### src/lpcdec_pkg.sv
// Purpose: Constants and carrier types for the LPC I/O range decoder
// Assumes: Byte-wide configuration access, 16-bit legacy I/O space
// Notes:   Each offset, field position, reset value and range base named once
package lpcdec_pkg;
  // ------------------------------------------------------------
  // Configuration offsets
  // ------------------------------------------------------------
  localparam logic [7:0] OFS_FLP_PAR = 8'hE1;
  localparam logic [7:0] OFS_SND     = 8'hE2;
  localparam logic [7:0] OFS_GEN_LO  = 8'hE4;
  localparam logic [7:0] OFS_GEN_HI  = 8'hE5;
  localparam logic [7:0] OFS_EN_LO   = 8'hE6;
  localparam logic [7:0] OFS_EN_HI   = 8'hE7;
  // ------------------------------------------------------------
  // Reset values and implemented-bit masks
  // ------------------------------------------------------------
  localparam logic [7:0]  FLP_PAR_RST  = 8'h00;
  localparam logic [7:0]  SND_RST      = 8'h00;
  localparam logic [15:0] GEN_RST      = 16'h0000;
  localparam logic [15:0] EN_RST       = 16'h0000;
  localparam logic [7:0]  FLP_PAR_MASK = 8'h13;
  localparam logic [7:0]  SND_MASK     = 8'h3B;
  localparam logic [15:0] GEN_MASK     = 16'hFF81;
  localparam logic [15:0] EN_MASK      = 16'h3FFF;
  // ------------------------------------------------------------
  // Field positions
  // ------------------------------------------------------------
  localparam int FLP_SEL_BIT  = 4;
  localparam int PAR_SEL_LSB  = 0;
  localparam int WAVE_SEL_LSB = 4;
  localparam int MUS_SEL_BIT  = 3;
  localparam int LEG_SEL_LSB  = 0;
  localparam int GEN_BASE_LSB = 7;
  localparam int GEN_EN_BIT   = 0;
  localparam int EN_CNF2 = 13;
  localparam int EN_CNF1 = 12;
  localparam int EN_EC   = 11;
  localparam int EN_KBC  = 10;
  localparam int EN_GMH  = 9;
  localparam int EN_GML  = 8;
  localparam int EN_FM   = 7;
  localparam int EN_WAVE = 6;
  localparam int EN_MUS  = 5;
  localparam int EN_LEG  = 4;
  localparam int EN_FLP  = 3;
  localparam int EN_PAR  = 2;
  localparam int EN_SER2 = 1;
  localparam int EN_SER1 = 0;
  localparam int HIT_GEN = 14;
  // ------------------------------------------------------------
  // Fixed and selectable I/O ranges
  // ------------------------------------------------------------
  localparam logic [15:0] CNF2_A = 16'h004E, CNF2_B = 16'h004F;
  localparam logic [15:0] CNF1_A = 16'h002E, CNF1_B = 16'h002F;
  localparam logic [15:0] EC_A   = 16'h0062, EC_B   = 16'h0066;
  localparam logic [15:0] KBC_A  = 16'h0060, KBC_B  = 16'h0064;
  localparam logic [15:0] GMH_LO = 16'h0208, GMH_HI = 16'h020F;
  localparam logic [15:0] GML_LO = 16'h0200, GML_HI = 16'h0207;
  localparam logic [15:0] FM_LO  = 16'h0388, FM_HI  = 16'h038B;
  localparam logic [3:0][15:0] WAVE_LO = {16'h0F40, 16'h0E80, 16'h0604, 16'h0530};
  localparam logic [15:0] WAVE_SPAN = 16'h0007;
  localparam logic [3:0][15:0] LEG_LO = {16'h0280, 16'h0260, 16'h0240, 16'h0220};
  localparam logic [15:0] LEG_SPAN = 16'h0013;
  localparam logic [1:0][15:0] MUS_LO = {16'h0300, 16'h0330};
  localparam logic [15:0] MUS_SPAN = 16'h0001;
  localparam logic [1:0][15:0] FLP_LO = {16'h0370, 16'h03F0};
  localparam logic [15:0] FLP_SPAN = 16'h0005;
  localparam logic [15:0] FLP_XTRA = 16'h0007;
  localparam logic [2:0][15:0] PAR_LO = {16'h03BC, 16'h0278, 16'h0378};
  localparam logic [2:0][15:0] PAR_SPAN = {16'h0002, 16'h0007, 16'h0007};
  localparam logic [15:0] PAR_HI_OFS = 16'h0400;
  localparam logic [1:0]  PAR_RSVD   = 2'b11;
  localparam logic [1:0]  PAR_RO_SET = 2'b01;
  localparam logic [15:0] PAR_RO_PORT = 16'h0279;
  // ------------------------------------------------------------
  // Carriers
  // ------------------------------------------------------------
  typedef struct packed {
    logic        valid;
    logic        is_io;
    logic        write;
    logic [31:0] addr;
  } lpcdec_io_req_t;
  typedef struct packed {
    logic       wr;
    logic       rd;
    logic [7:0] addr;
    logic [7:0] wdata;
  } lpcdec_cfg_req_t;
  typedef struct packed {
    logic done;
    logic forward;
    logic positive;
    logic subtractive;
  } lpcdec_res_t;
endpackage

### src/lpcdec_top.sv
// Purpose: Legacy I/O range decoder steering host cycles to the LPC side
// Assumes: One cycle request per clock, synchronous inputs, 40 MHz clock
// Notes:   Decode result appears one clock after the request
//
// Behaviour
// Floppy select bit picks primary or secondary set
// Parallel field picks one of three sets
// Port 279h is read-only in 278h set
// Wave codec field picks one of four sets
// Music bit picks 330h or 300h pair
// Legacy sound field picks one of four sets
// Generic window: 128-byte aligned, I/O only
// Generic hit needs upper address bits zero
// Generic window forwarded only when enabled
// Bit 13 forwards ports 4Eh and 4Fh
// Bit 12 forwards ports 2Eh and 2Fh
// Bit 11 forwards ports 62h and 66h
// Bit 10 forwards ports 60h and 64h
// Bits 9 and 8 forward gameport halves
// Bit 7 forwards FM ports 388h-38Bh
// Bits 6,5,4 forward the selected sound ranges
// Bits 3,2 forward floppy and parallel ranges
// Bits 1,0 forward the serial port ranges
// Clear positive-only bit enables subtractive forwarding
// Unmatched cycles unclaimed; multiple hits forward once
`timescale 1ns/1ps
module lpcdec_top
  import lpcdec_pkg::*;
(
  input  wire logic                        clock_i,              // Core clock
  input  wire logic                        rst_n_i,              // Sync reset, low
  input  wire lpcdec_pkg::lpcdec_cfg_req_t cfg_i,                // Config access
  output logic [7:0]                       cfg_rdata_o,          // Config read data
  input  wire lpcdec_pkg::lpcdec_io_req_t  req_i,                // Host cycle
  input  wire logic                        other_claim_i,        // Claimed elsewhere
  input  wire logic                        positive_only_decode_i, // No subtractive
  input  wire logic                        serial_one_match_i,   // Serial 1 range hit
  input  wire logic                        serial_two_match_i,   // Serial 2 range hit
  output lpcdec_pkg::lpcdec_res_t          res_o,                // Decode result
  output logic [14:0]                      range_hits_o          // Per-range hits
);
  import lpcdec_pkg::*;

  // ------------------------------------------------------------
  // Configuration registers
  // ------------------------------------------------------------
  logic [7:0]  flp_par_r, flp_par_nxt;   // Floppy / parallel select
  logic [7:0]  snd_r,     snd_nxt;       // Sound range select
  logic [15:0] gen_r,     gen_nxt;       // Generic window one
  logic [15:0] en_r,      en_nxt;        // Range enables
  logic [7:0]  rdata_nxt;                // Read data next

  // Byte writes and read mux
  always_comb begin
    flp_par_nxt = flp_par_r;
    snd_nxt     = snd_r;
    gen_nxt     = gen_r;
    en_nxt      = en_r;
    rdata_nxt   = cfg_rdata_o;
    if (cfg_i.wr) begin
      unique case (cfg_i.addr)
        OFS_FLP_PAR: flp_par_nxt = cfg_i.wdata & FLP_PAR_MASK;
        OFS_SND:     snd_nxt     = cfg_i.wdata & SND_MASK;
        OFS_GEN_LO:  gen_nxt[7:0]  = cfg_i.wdata & GEN_MASK[7:0];
        OFS_GEN_HI:  gen_nxt[15:8] = cfg_i.wdata & GEN_MASK[15:8];
        OFS_EN_LO:   en_nxt[7:0]   = cfg_i.wdata & EN_MASK[7:0];
        OFS_EN_HI:   en_nxt[15:8]  = cfg_i.wdata & EN_MASK[15:8];
        default: ;   // Unmapped offsets ignore writes
      endcase
    end
    if (cfg_i.rd) begin
      unique case (cfg_i.addr)
        OFS_FLP_PAR: rdata_nxt = flp_par_r;
        OFS_SND:     rdata_nxt = snd_r;
        OFS_GEN_LO:  rdata_nxt = gen_r[7:0];
        OFS_GEN_HI:  rdata_nxt = gen_r[15:8];
        OFS_EN_LO:   rdata_nxt = en_r[7:0];
        OFS_EN_HI:   rdata_nxt = en_r[15:8];
        default:     rdata_nxt = 8'h00;  // Unmapped reads zero
      endcase
    end
  end

  // Register stage, all ranges off after reset
  always_ff @(posedge clock_i) begin
    if (!rst_n_i) begin
      flp_par_r   <= FLP_PAR_RST;
      snd_r       <= SND_RST;
      gen_r       <= GEN_RST;
      en_r        <= EN_RST;
      cfg_rdata_o <= 8'h00;
    end else begin
      flp_par_r   <= flp_par_nxt;
      snd_r       <= snd_nxt;
      gen_r       <= gen_nxt;
      en_r        <= en_nxt;
      cfg_rdata_o <= rdata_nxt;
    end
  end

  // ------------------------------------------------------------
  // Address decode
  // ------------------------------------------------------------
  // Inclusive range test
  function automatic logic in_rng(input logic [15:0] a,
                                  input logic [15:0] lo,
                                  input logic [15:0] span);
    in_rng = (a >= lo) && (a <= 16'(lo + span));
  endfunction

  logic [15:0] a16;        // Low I/O address
  logic        io_ok;      // Valid I/O cycle, upper lines zero
  logic [1:0]  par_sel;    // Parallel set code
  logic [1:0]  wave_sel;   // Wave codec set code
  logic [1:0]  leg_sel;    // Legacy sound set code
  logic        flp_sel;    // Floppy set select
  logic        mus_sel;    // Music pair select
  logic [15:0] flp_lo;     // Selected floppy base
  logic [15:0] par_lo;     // Selected parallel base
  logic [15:0] par_span;   // Selected parallel span
  logic [13:0] hit_raw;    // Fixed hits before enables
  logic        gen_raw;    // Generic window match
  logic [14:0] hit_nxt;    // Gated hits
  logic        pos_hit;    // Any positive hit
  lpcdec_res_t res_nxt;    // Next result
  logic [14:0] hits_r;     // Registered hits

  always_comb begin
    a16      = req_i.addr[15:0];
    io_ok    = req_i.valid && req_i.is_io && (req_i.addr[31:16] == 16'h0000);
    par_sel  = flp_par_r[PAR_SEL_LSB +: 2];
    wave_sel = snd_r[WAVE_SEL_LSB +: 2];
    leg_sel  = snd_r[LEG_SEL_LSB +: 2];
    flp_sel  = flp_par_r[FLP_SEL_BIT];
    mus_sel  = snd_r[MUS_SEL_BIT];
    flp_lo   = FLP_LO[flp_sel];
    par_lo   = (par_sel == PAR_RSVD) ? 16'h0000 : PAR_LO[par_sel];
    par_span = (par_sel == PAR_RSVD) ? 16'h0000 : PAR_SPAN[par_sel];
    hit_raw  = '0;
    // Fixed single ports
    hit_raw[EN_CNF2] = (a16 == CNF2_A) || (a16 == CNF2_B);
    hit_raw[EN_CNF1] = (a16 == CNF1_A) || (a16 == CNF1_B);
    hit_raw[EN_EC]   = (a16 == EC_A) || (a16 == EC_B);
    hit_raw[EN_KBC]  = (a16 == KBC_A) || (a16 == KBC_B);
    // Fixed ranges
    hit_raw[EN_GMH]  = (a16 >= GMH_LO) && (a16 <= GMH_HI);
    hit_raw[EN_GML]  = (a16 >= GML_LO) && (a16 <= GML_HI);
    hit_raw[EN_FM]   = (a16 >= FM_LO) && (a16 <= FM_HI);
    // Sound ranges chosen by the sound select register
    hit_raw[EN_WAVE] = in_rng(a16, WAVE_LO[wave_sel], WAVE_SPAN);
    hit_raw[EN_MUS]  = in_rng(a16, MUS_LO[mus_sel], MUS_SPAN);
    hit_raw[EN_LEG]  = in_rng(a16, LEG_LO[leg_sel], LEG_SPAN);
    // Floppy: base span plus the extra port
    hit_raw[EN_FLP]  = in_rng(a16, flp_lo, FLP_SPAN)
                    || (a16 == 16'(flp_lo + FLP_XTRA));
    // Parallel: low set plus its 400h alias, reserved code decodes nothing
    hit_raw[EN_PAR]  = (par_sel != PAR_RSVD)
                    && (in_rng(a16, par_lo, par_span)
                    ||  in_rng(a16, 16'(par_lo + PAR_HI_OFS), par_span));
    // Read-only port: writes to it get no parallel range hit
    if ((par_sel == PAR_RO_SET) && req_i.write && (a16 == PAR_RO_PORT)) begin
      hit_raw[EN_PAR] = 1'b0;
    end
    hit_raw[EN_SER2] = serial_two_match_i;
    hit_raw[EN_SER1] = serial_one_match_i;
    // Generic 128-byte window, compare bits 15:7 only
    gen_raw = (a16[15:GEN_BASE_LSB] == gen_r[15:GEN_BASE_LSB]);
    // Gate by enables
    hit_nxt[13:0]   = io_ok ? (hit_raw & en_r[13:0]) : 14'h0000;
    hit_nxt[HIT_GEN] = io_ok && gen_raw && gen_r[GEN_EN_BIT];
    // Any hit claims once, never more
    pos_hit = |hit_nxt;
    res_nxt.done        = req_i.valid;
    res_nxt.positive    = pos_hit;
    // Unclaimed cycles pass on only in subtractive mode
    res_nxt.subtractive = req_i.valid && !pos_hit && !other_claim_i
                       && !positive_only_decode_i;
    res_nxt.forward     = res_nxt.positive || res_nxt.subtractive;
  end

  // Result stage
  always_ff @(posedge clock_i) begin
    if (!rst_n_i) begin
      res_o  <= '0;
      hits_r <= '0;
    end else begin
      res_o  <= res_nxt;
      hits_r <= hit_nxt;
    end
  end

  assign range_hits_o = hits_r;
endmodule

### config.mk
export PLATFORM = sky130hd
export DESIGN_NAME = lpcdec_top
export DESIGN_NICKNAME = d
export VERILOG_FILES = /design/src/lpcdec_pkg.sv /design/src/lpcdec_top.sv
export SDC_FILE = /design/constraint.sdc
export NUM_CORES = 1
export LEC_CHECK = 0
export ABC_CLOCK_PERIOD_IN_PS = 3300
export BUFFER_PORTS_ARGS = -buffer_cell sky130_fd_sc_hd__clkbuf_2
export CAP_MARGIN = 15
export CORE_MARGIN = 2
export CORE_UTILIZATION = 45
export DETAILED_ROUTE_END_ITERATION = 10
export PLACE_DENSITY = 0.68
export SYNTH_ARGS = -nofsm -noshare
export SYNTH_HDL_FRONTEND = slang
export SYNTH_SLANG_ARGS = --single-unit
### constraint.sdc
create_clock -name clock_i -period 3.3 [get_ports clock_i]
set_clock_uncertainty 0.1 [all_clocks]
set_input_delay 0.66 -clock clock_i [delete_from_list [all_inputs] [get_ports clock_i]]
set_output_delay 0.66 -clock clock_i [all_outputs]
set_load 0.005 [all_outputs]
# Yosys cells after proc, flatten, opt, wreduce, memory -nomap -nowiden

Cells that the tools add are included.

Logic and storage cells: 118
Flip-flop bits (word level): 59
Bits in latches: 0
ROM bits: 0
RAM bits: 0
Input bits: 59
Memories: 0

Bitwise logic cells: 1
Multiplexer cells: 17
Multipliers: 0
Equality and inequality tests: 20
Shifts and indexed selects: 0
Divide/modulo/power cells: 0
Order comparisons: 23
Add/subtract/negate cells: 8
Reductions and logical operators: 37

Operator list:

| kind                     | number |
|---|---|
| $bmux W16 S2             | 4 |
| $mux W16                 | 8 |
| $eq A16 B7 Y1 const B    | 6 |
| $ge A16 B16 Y1           | 6 |
| $le A16 B16 Y1           | 6 |
| $add A16 B3 Y16 const B  | 3 |
| $eq A8 B8 Y1 const B     | 6 |
| $ge A16 B10 Y1 const B   | 3 |
| $le A16 B10 Y1 const B   | 3 |
| $pmux W8 S6              | 1 |
| $add A16 B16 Y16         | 2 |
| $eq A16 B6 Y1 const B    | 2 |
| $logic_and A1 B1 Y1      | 19 |
| $add A16 B1 Y16 const B  | 1 |
| $add A16 B11 Y16 const B | 1 |
| $add A16 B5 Y16 const B  | 1 |
| $eq A16 B10 Y1 const B   | 1 |
| $eq A16 B16 Y1           | 1 |
| $logic_not A16 Y1        | 1 |
| $reduce_or A15 Y1        | 1 |
| $and A14 B14 Y14         | 1 |
| $mux W14                 | 1 |
| $reduce_and A2 Y1        | 6 |
| $eq A9 B9 Y1             | 1 |
| other kinds (10)         | 21 |

# Depth between registers and ports, before layout

Gate-level depths: netlist (run 1).

Word-level depth: 18
Gate-level depth with buffers: 11
Gate-level depth less buffers: 11

# Worst setup path after synthesis (run 1)

Ideal clock, no wire load.

Kind: input port to flip-flop
From: input port req_i[12] in the netlist's numbering
To: register res_o[0] in the netlist's numbering
Stages: 7
Setup time: 0.117 ns
Path buffers: 0
Arrival time: 2.608 ns
Slack: 0.475 ns
Required time: 3.083 ns
Path through: or4_4 a2111oi_4 o21ai_2 a2111o_1 a211oi_2 a2111oi_4 and4bb_1

Word-level cells in the longest chain between the ends: 12
Elaborated cells on any way between the ends: 56

Ends and longest elaborated chain:

| item                                             | RTL line          | source |
|---|---|---|
| start: declaration                               | lpcdec_top.sv:34  | `input wire lpcdec_pkg::lpcdec_io_req_t req_i,` |
| $ge A16 B16 Y1 or $le A16 B16 Y1 (tied branches) | lpcdec_top.sv:108 | `in_rng = (a >= lo) && (a <= 16'(lo + span));` |
| $logic_and A1 B1 Y1                              | lpcdec_top.sv:108 |  |
| $logic_or A1 B1 Y1                               | lpcdec_top.sv:159 | `\|\| in_rng(a16, 16'(par_lo + PAR_HI_OFS), par_span));` |
| $logic_and A1 B1 Y1                              | lpcdec_top.sv:158 | `&& (in_rng(a16, par_lo, par_span)` |
| $mux W1                                          | lpcdec_top.sv:161 | `if ((par_sel == PAR_RO_SET) && req_i.write && (a16 == PAR_RO_PORT)) begin` |
| $and A14 B14 Y14                                 | lpcdec_top.sv:169 | `hit_nxt[13:0] = io_ok ? (hit_raw & en_r[13:0]) : 14'h0000;` |
| $mux W14                                         | lpcdec_top.sv:169 |  |
| $reduce_or A15 Y1 *                              | lpcdec_top.sv:172 | `pos_hit = \|hit_nxt;` |
| $logic_not A1 Y1 *                               | lpcdec_top.sv:176 | `res_nxt.subtractive = req_i.valid && !pos_hit && !other_claim_i` |
| $logic_and A1 B1 Y1 * (2 in a row)               | lpcdec_top.sv:176 |  |
| $logic_and A1 B1 Y1 *                            | lpcdec_top.sv:177 | `&& !positive_only_decode_i;` |
| end signal: assignment                           | lpcdec_top.sv:187 | `res_o <= res_nxt;` |
| end: declaration                                 | lpcdec_top.sv:39  | `output lpcdec_pkg::lpcdec_res_t res_o,` |

Mark *: on every way between the ends. The rest lies on a longest branch, timed or not.
A chain may end at the register's enable or synchronous reset.

# Worst setup path after layout (run 1)

From: register flp_par_r[1]
To: register res_o[0] in the netlist's numbering

Word-level cells in the longest chain between the ends: 17
Elaborated cells on any way between the ends: 30

Ends and longest elaborated chain:

| item                               | RTL line          | source |
|---|---|---|
| start: declaration                 | lpcdec_top.sv:47  | `logic [7:0] flp_par_r, flp_par_nxt;` |
| start signal: assignment           | lpcdec_top.sv:93  | `flp_par_r <= flp_par_nxt;` |
| $bmux W16 S2                       | lpcdec_top.sv:137 | `par_lo = (par_sel == PAR_RSVD) ? 16'h0000 : PAR_LO[par_sel];` |
| $mux W16 (not written as such)     | lpcdec_top.sv:137 |  |
| $mux W16                           | lpcdec_top.sv:137 |  |
| $add A16 B11 Y16                   | lpcdec_top.sv:159 |  |
| $add A16 B16 Y16                   | lpcdec_top.sv:108 |  |
| $le A16 B16 Y1                     | lpcdec_top.sv:108 |  |
| $logic_and A1 B1 Y1                | lpcdec_top.sv:108 |  |
| $logic_or A1 B1 Y1                 | lpcdec_top.sv:159 |  |
| $logic_and A1 B1 Y1                | lpcdec_top.sv:158 |  |
| $mux W1 *                          | lpcdec_top.sv:161 |  |
| $and A14 B14 Y14 *                 | lpcdec_top.sv:169 |  |
| $mux W14 *                         | lpcdec_top.sv:169 |  |
| $reduce_or A15 Y1 *                | lpcdec_top.sv:172 |  |
| $logic_not A1 Y1 *                 | lpcdec_top.sv:176 |  |
| $logic_and A1 B1 Y1 * (2 in a row) | lpcdec_top.sv:176 |  |
| $logic_and A1 B1 Y1 *              | lpcdec_top.sv:177 |  |

Mark *: on every way between the ends. The rest lies on a longest branch, timed or not. The select of a mux whose other input is x is not followed.

==> out/qor.txt, run 1 <==
Util after Layout: 0.5560
cts repair resizes: 0
routability cong.: 0.8866
Yosys cell types: 61
# IOs: 86
# clock sinks: 59
Psw: 403.9 uW
vias in the first global route: 3694
overall routed net length: 11.13 mm
Power Total: 1.495 mW
die width: 97.16 um
post-route setup TNS: 0 ns
met3 Usage GRT: 0.05108
crit share post-route: 0.9049
post-route DRC violation count: 0
grt met1 use: 0.2983
grt ovf: 0
number of synthesized flops with an enable pin: 0
final setup violation count: 0
GR peak layer: met2
Synth Instances: 460
Placed Instances: 639
min-delay worst type: register to register
ant diodes: 0
ANT nets after route: 0
Worst Path Required: 3.44 ns
most common cell in the netlist: dfxtp_1
fmax: 334.9 MHz
Leak Pwr: 1.860 nW
clock transition at the registers of the reported paths: 0.07 ns
Die Area: 0.009439 sq mm
net count after synthesis: 562
clock root buffer: clkbuf_8
Worst slew margin: 0.6057
area grow syn2layout: 18.17%
height of the chip: 97.16 um
FFs w/ async S/R, synth: 0
clock latency on the worst-skew pair: 0.34 ns
Fin Hold WS: 0.3701 ns
fraction of layout cells with a size suffix above 1: 0.2345
ys flop type: dfxtp_1
unrepaired setup endpoints after global routing: no
Synth Cell Area: 0.003905 sq mm
post-synth top area share: 0.3025
Crit Path Max Fanout: 8
sequential fraction of the synthesis area: 0.3025
Hold Vio Cnt, Final: 0
hold_buf cts: 0
largest net degree at the start of global routing: 39
Synth Register Bits: 59
DRT iter0 DRCs: 202
Worst Setup Start Kind: register
yosys warns: 0
Tmin final: 2.986 ns
Mapped Avg Cell Area: 8.489 sq um
max-slew violation count: 0
row count: 33
non-filler cells in the finished layout: 655
crit path setup slack, layout: 0.3139 ns
GR Util met2: 0.3964
core area: 0.008299 sq mm
kind of critical path: register to register
pre-CTS WS: 0.1959 ns
DP HPWL: 8.789 mm
port bufs: 85
CTS Buf Count: 9
CTS tree: yes
Yosys top cell by area: dfxtp_1
Internal Power: 1.092 mW
fin area: 0.004614 sq mm
clk buf depth: 2
CP Capture Type: register
# nets final: 647
first-pass GRT wire length: 18.06 mm
sequential share of power: 0.478
initial antenna violation count: 0
1st-pass router iterations: 4
Least-Margin Pin Slew: 0.5915 ns
Switching Fraction: 0.2701
Post-CTS Setup Bufs: 0
vias post-DR: 3714
Clock power frac: 0.408
Max IR drop VDD: 0.2575 mV
drt via density: 5.670
initial core utilization: 0.4705
# Max-Cap Violations: 0
number of H-tree levels: 3
part of the power in combinational logic: 0.114
Synth top cells by count: dfxtp_1, nand2_1, nor2_1, ha_1, a21oi_1
GR Util All Layers: 0.2365
Placed Instance Area: 0.004427 sq mm
outcome: finished clean
CP arrival: 3.12 ns
Synth area leaders: dfxtp_1, ha_1, mux2i_1, a21oi_1, nand2_1
routed len/inst: 16.99 um
reg-to-reg slack, setup: 0.31 ns
Power Density: 324.1 mW/mm^2
-- power groups by stage --
stage          Sequential, mW  Clock [mW]  Combinational (mW)
2_1_floorplan           0.731           0              0.0896
3_3_place_gp            0.731           0               0.165
3_5_place_dp            0.731           0               0.167
4_1_cts                 0.714       0.624               0.169
5_1_grt                 0.714       0.652               0.187
6_report                0.714       0.611               0.170
-- registers in the layout, indices dropped and copies added, names as in the netlist --
register	flops
snd_r	5
en_r	14
flp_par_r	3
cfg_rdata_o	8
gen_r	10
res_o	4
range_hits_o	15
-- kinds of logic after synthesis --
kind of cell	share of synthesized area
adders and majority gates	0.1378
xor gates and xnor gates	0.02019
muxes	0.07433
buffers and inverters	0.05126
DFF	0.3025
AOI/OAI and AO/OA	0.1628
other	0.0009603
and+or+nand+nor	0.2502
-- worst max-delay path, cell delays in order (launching register included) --
cell	delay [ns]
dfxtp_1	0.51
and2_1	0.28
ha_1	0.28
a21oi_1	0.28
o311a_1	0.22
o211ai_1	0.09
o21ai_0	0.15
a32oi_1	0.10
or4b_1	0.61
and4bb_1	0.24
-- layout by cell type (no fill, tap or decap), types with 9 or more instances in the layout --
cell type / instances
clkbuf_2: 85
dfxtp_1: 59
nor2_1: 45
nand2_1: 45
ha_1: 43
a21oi_1: 34
inv_1: 26
mux2i_1: 20
nand3_1: 18
o21ai_0: 15
nand4_1: 12
nor4_1: 11
clkbuf_8: 11
xnor2_1: 9
buf_4: 9
-- worst paths after layout --
check,start,cells past startpoint,to
setup / recovery,flp_par_r[1],9,res_o[0]
hold / removal,cfg_rdata_o[6],2,cfg_rdata_o[6]
setup reg to reg,flp_par_r[1],9,res_o[0]
hold reg to reg,cfg_rdata_o[6],2,cfg_rdata_o[6]
-- layout make-up --
| type | instances | area, sq um |
|---|---|---|
| Clock buffer | 11 | 151.4 |
| Clock inverter | 5 | 36.28 |
| Fill cell | 785 | 3685 |
| Inverter | 26 | 97.59 |
| Multi-Input combinational cell | 355 | 2524 |
| Sequential cell | 59 | 1181 |
| Tap cell | 105 | 131.4 |
| Timing Repair Buffer | 94 | 493.0 |
-- per-layer routing --
metal / vias to the layer above / share of wire
met5: - / 0
met4: 0 / 0.026
met3: 22 / 0.072
met2: 138 / 0.46
met1: 1714 / 0.44
li1: 1840 / -
Note: power is estimated with default switching activity, not from simulation.
==> run 2, diff against run 1 <==
==> constraint.sdc (replaced) <==
create_clock -name clock_i -period 3.3 [get_ports clock_i]
set_clock_uncertainty 0.1 [all_clocks]
set_input_delay 0 -clock clock_i [delete_from_list [all_inputs] [get_ports clock_i]]
set_output_delay 0 -clock clock_i [all_outputs]
set_load 0.005 [all_outputs]
==> run 2 against run 1 <==
Net effect:
- via count rose by 3.4%
- register-to-register slack improved by 0.08 ns
- critical path type unchanged
- cell count grew 2.4%
- cell area grew 4.3%
- first-iteration DRC count rose by 11%
- sequential power is essentially flat
==> out/qor.txt, run 2 (synthesis results as in run 1) <==
GR Util All Layers: 0.2444 (+0.007874)
Worst Setup Start Kind: register
fin area: 0.004813 sq mm (+4.3%)
cts repair resizes: 0 (unchanged)
worst hold path cell count: 5 (+3)
height of the chip: 97.16 um (unchanged)
Tmin final: 2.907 ns (-0.07863 ns)
clock latency on the worst-skew pair: 0.35 ns (about the same)
row count: 33 (unchanged)
fmax: 343.9 MHz (+2.7%)
Critical path buffers and inverters: 0 (unchanged)
unrepaired setup endpoints after global routing: no
core area: 0.008299 sq mm (unchanged)
Worst slew margin: 0.3132 (-0.2924)
outcome: finished clean
post-route setup TNS: 0 ns (unchanged)
overall routed net length: 11.43 mm (+2.7%)
Die Area: 0.009439 sq mm (unchanged)
Crit Path Max Fanout: 9 (+1)
drt via density: 5.723 (+0.93%)
crit path max-delay cell type: or4b_1
Power Density: 327.8 mW/mm^2 (+1.2%)
Max IR drop VDD: 0.2104 mV (-18%)
clock transition at the registers of the reported paths: 0.07 ns (about the same)
kind of critical path: register to register
Placed Instance Area: 0.004382 sq mm (-1.0%)
# IOs: 86 (unchanged)
Post-CTS Setup Bufs: 0 (unchanged)
post-route DRC violation count: 0 (unchanged)
CP Capture Type: register
CTS Buf Count: 9 (unchanged)
DRT iter0 DRCs: 225 (+11%)
initial core utilization: 0.4705 (unchanged)
Storage cell area: 0.001181 sq mm (unchanged)
CP arrival: 3.05 ns (-0.07 ns)
die width: 97.16 um (unchanged)
clock root buffer: clkbuf_8
Fin Hold WS: 0.04685 ns (-0.3232 ns)
final setup violation count: 0 (unchanged)
vias post-DR: 3840 (+3.4%)
ANT nets after route: 0 (unchanged)
FF-to-FF path depth: 9 (unchanged)
Filler Cell Count: 777 (-1.0%)
most frequent cells in the layout: clkbuf_2, dfxtp_1, nor2_1, nand2_1, ha_1
CTS tree: yes
multi-input logic area: 0.002524 sq mm (unchanged)
# nets final: 664 (+2.6%)
min-delay worst type: input port to register
# clock sinks: 59 (unchanged)
max-slew violation count: 0 (unchanged)
largest net degree at the start of global routing: 43 (+10%)
ant diodes: 0 (unchanged)
1st-pass router iterations: 4 (unchanged)
DP HPWL: 8.615 mm (-2.0%)
routed len/inst: 17.03 um (+0.21%)
Hold Vio Cnt, Final: 0 (unchanged)
max incr delay on CP: 0.62 ns (about the same)
hold_buf cts: 23 (+23)
critical path cell sequence: and2_1 -> ha_1 -> a21oi_1 -> o311a_1 -> o211ai_1 -> o21ai_0 -> a32oi_1 -> or4b_1 -> and4bb_1
routability cong.: 0.9645 (+8.8%)
area grow syn2layout: 23.26%
initial antenna violation count: 0 (unchanged)
fraction of layout cells with a size suffix above 1: 0.2155 (-0.01900)
Leak Pwr: 1.942 nW (+4.4%)
Largest register FFs: 15 (unchanged)
# Max-Cap Violations: 0 (unchanged)
first-pass GRT wire length: 18.52 mm (+2.6%)
crit share post-route: 0.8811 (-0.02383)
grt ovf: 0 (unchanged)
total number of cells along the worst setup path: 9 (unchanged)
Util after Layout: 0.5800 (+0.02397)
Worst Path Required: 3.44 ns (about the same)
port bufs: 85 (unchanged)
vias in the first global route: 3692 (-0.054%)
commonest non-fill, non-tap cell in the layout: clkbuf_2
clk buf depth: 2 (unchanged)
Crit path max-delay family: simple AND/OR/NAND/NOR gates
number of H-tree levels: 3 (unchanged)
Least-Margin Pin Slew: 1.021 ns (+0.4292 ns)
[run 2: power breakdown]
group          internal [mW]  switching, mW
Sequential             0.714       0.000986
Combinational         0.0793          0.113
Clock                  0.384          0.287
Total                   1.18          0.401
[run 2: tightest hold or removal path, stage by stage]
cell and delay [ns]:
clkbuf_2 0.08, nand3_1 0.11, nor3_4 0.09, nand4_1 0.12
nor2_1 0.05
[run 2: path summary, 6_finish.rpt]
| path | from | endpoint | slack, ns |
|---|---|---|---|
| min reg2reg | cfg_rdata_o[6] | cfg_rdata_o[6] | 0.38 |
| max | flp_par_r[0] | res_o[0] | 0.39 |
| min | req_i[33] | range_hits_o[9] | 0.05 |
| max reg2reg | flp_par_r[0] | res_o[0] | 0.39 |
[run 2: metrics by stage]
stage	instances	power [mW]	worst slack, ns
after floorplan	460	0.8202	0.6619
after global placement	633	0.8992	0.5098
after detailed placement	633	0.9001	0.4200
after CTS	671	1.589	0.4111
after global routing	671	1.642	0.2438
final	671	1.578	0.3925
[run 2: area by class of cell]
| cell class | instances | share of cell area |
|---|---|---|
| repair buffers | 111 | 0.1409 |
| inverters | 26 | 0.02028 |
| multi-input cells | 355 | 0.5243 |
| flip-flops and latches | 59 | 0.2454 |
| clock inverters | 4 | 0.01040 |
| clock buffers | 11 | 0.03145 |
| well taps | 105 | 0.02729 |
[run 2: metal layers]
| layer | vias up | GRT usage | routed length (um) | share of wire |
|---|---|---|---|---|
| met5 | - | 0 | 0 | 0 |
| met4 | 0 | 0.06934 | 172 | 0.015 |
| met3 | 15 | 0.06835 | 908 | 0.079 |
| met2 | 170 | 0.3990 | 5186 | 0.45 |
| met1 | 1774 | 0.3158 | 5159 | 0.45 |
| li1 | 1881 | - | - | - |
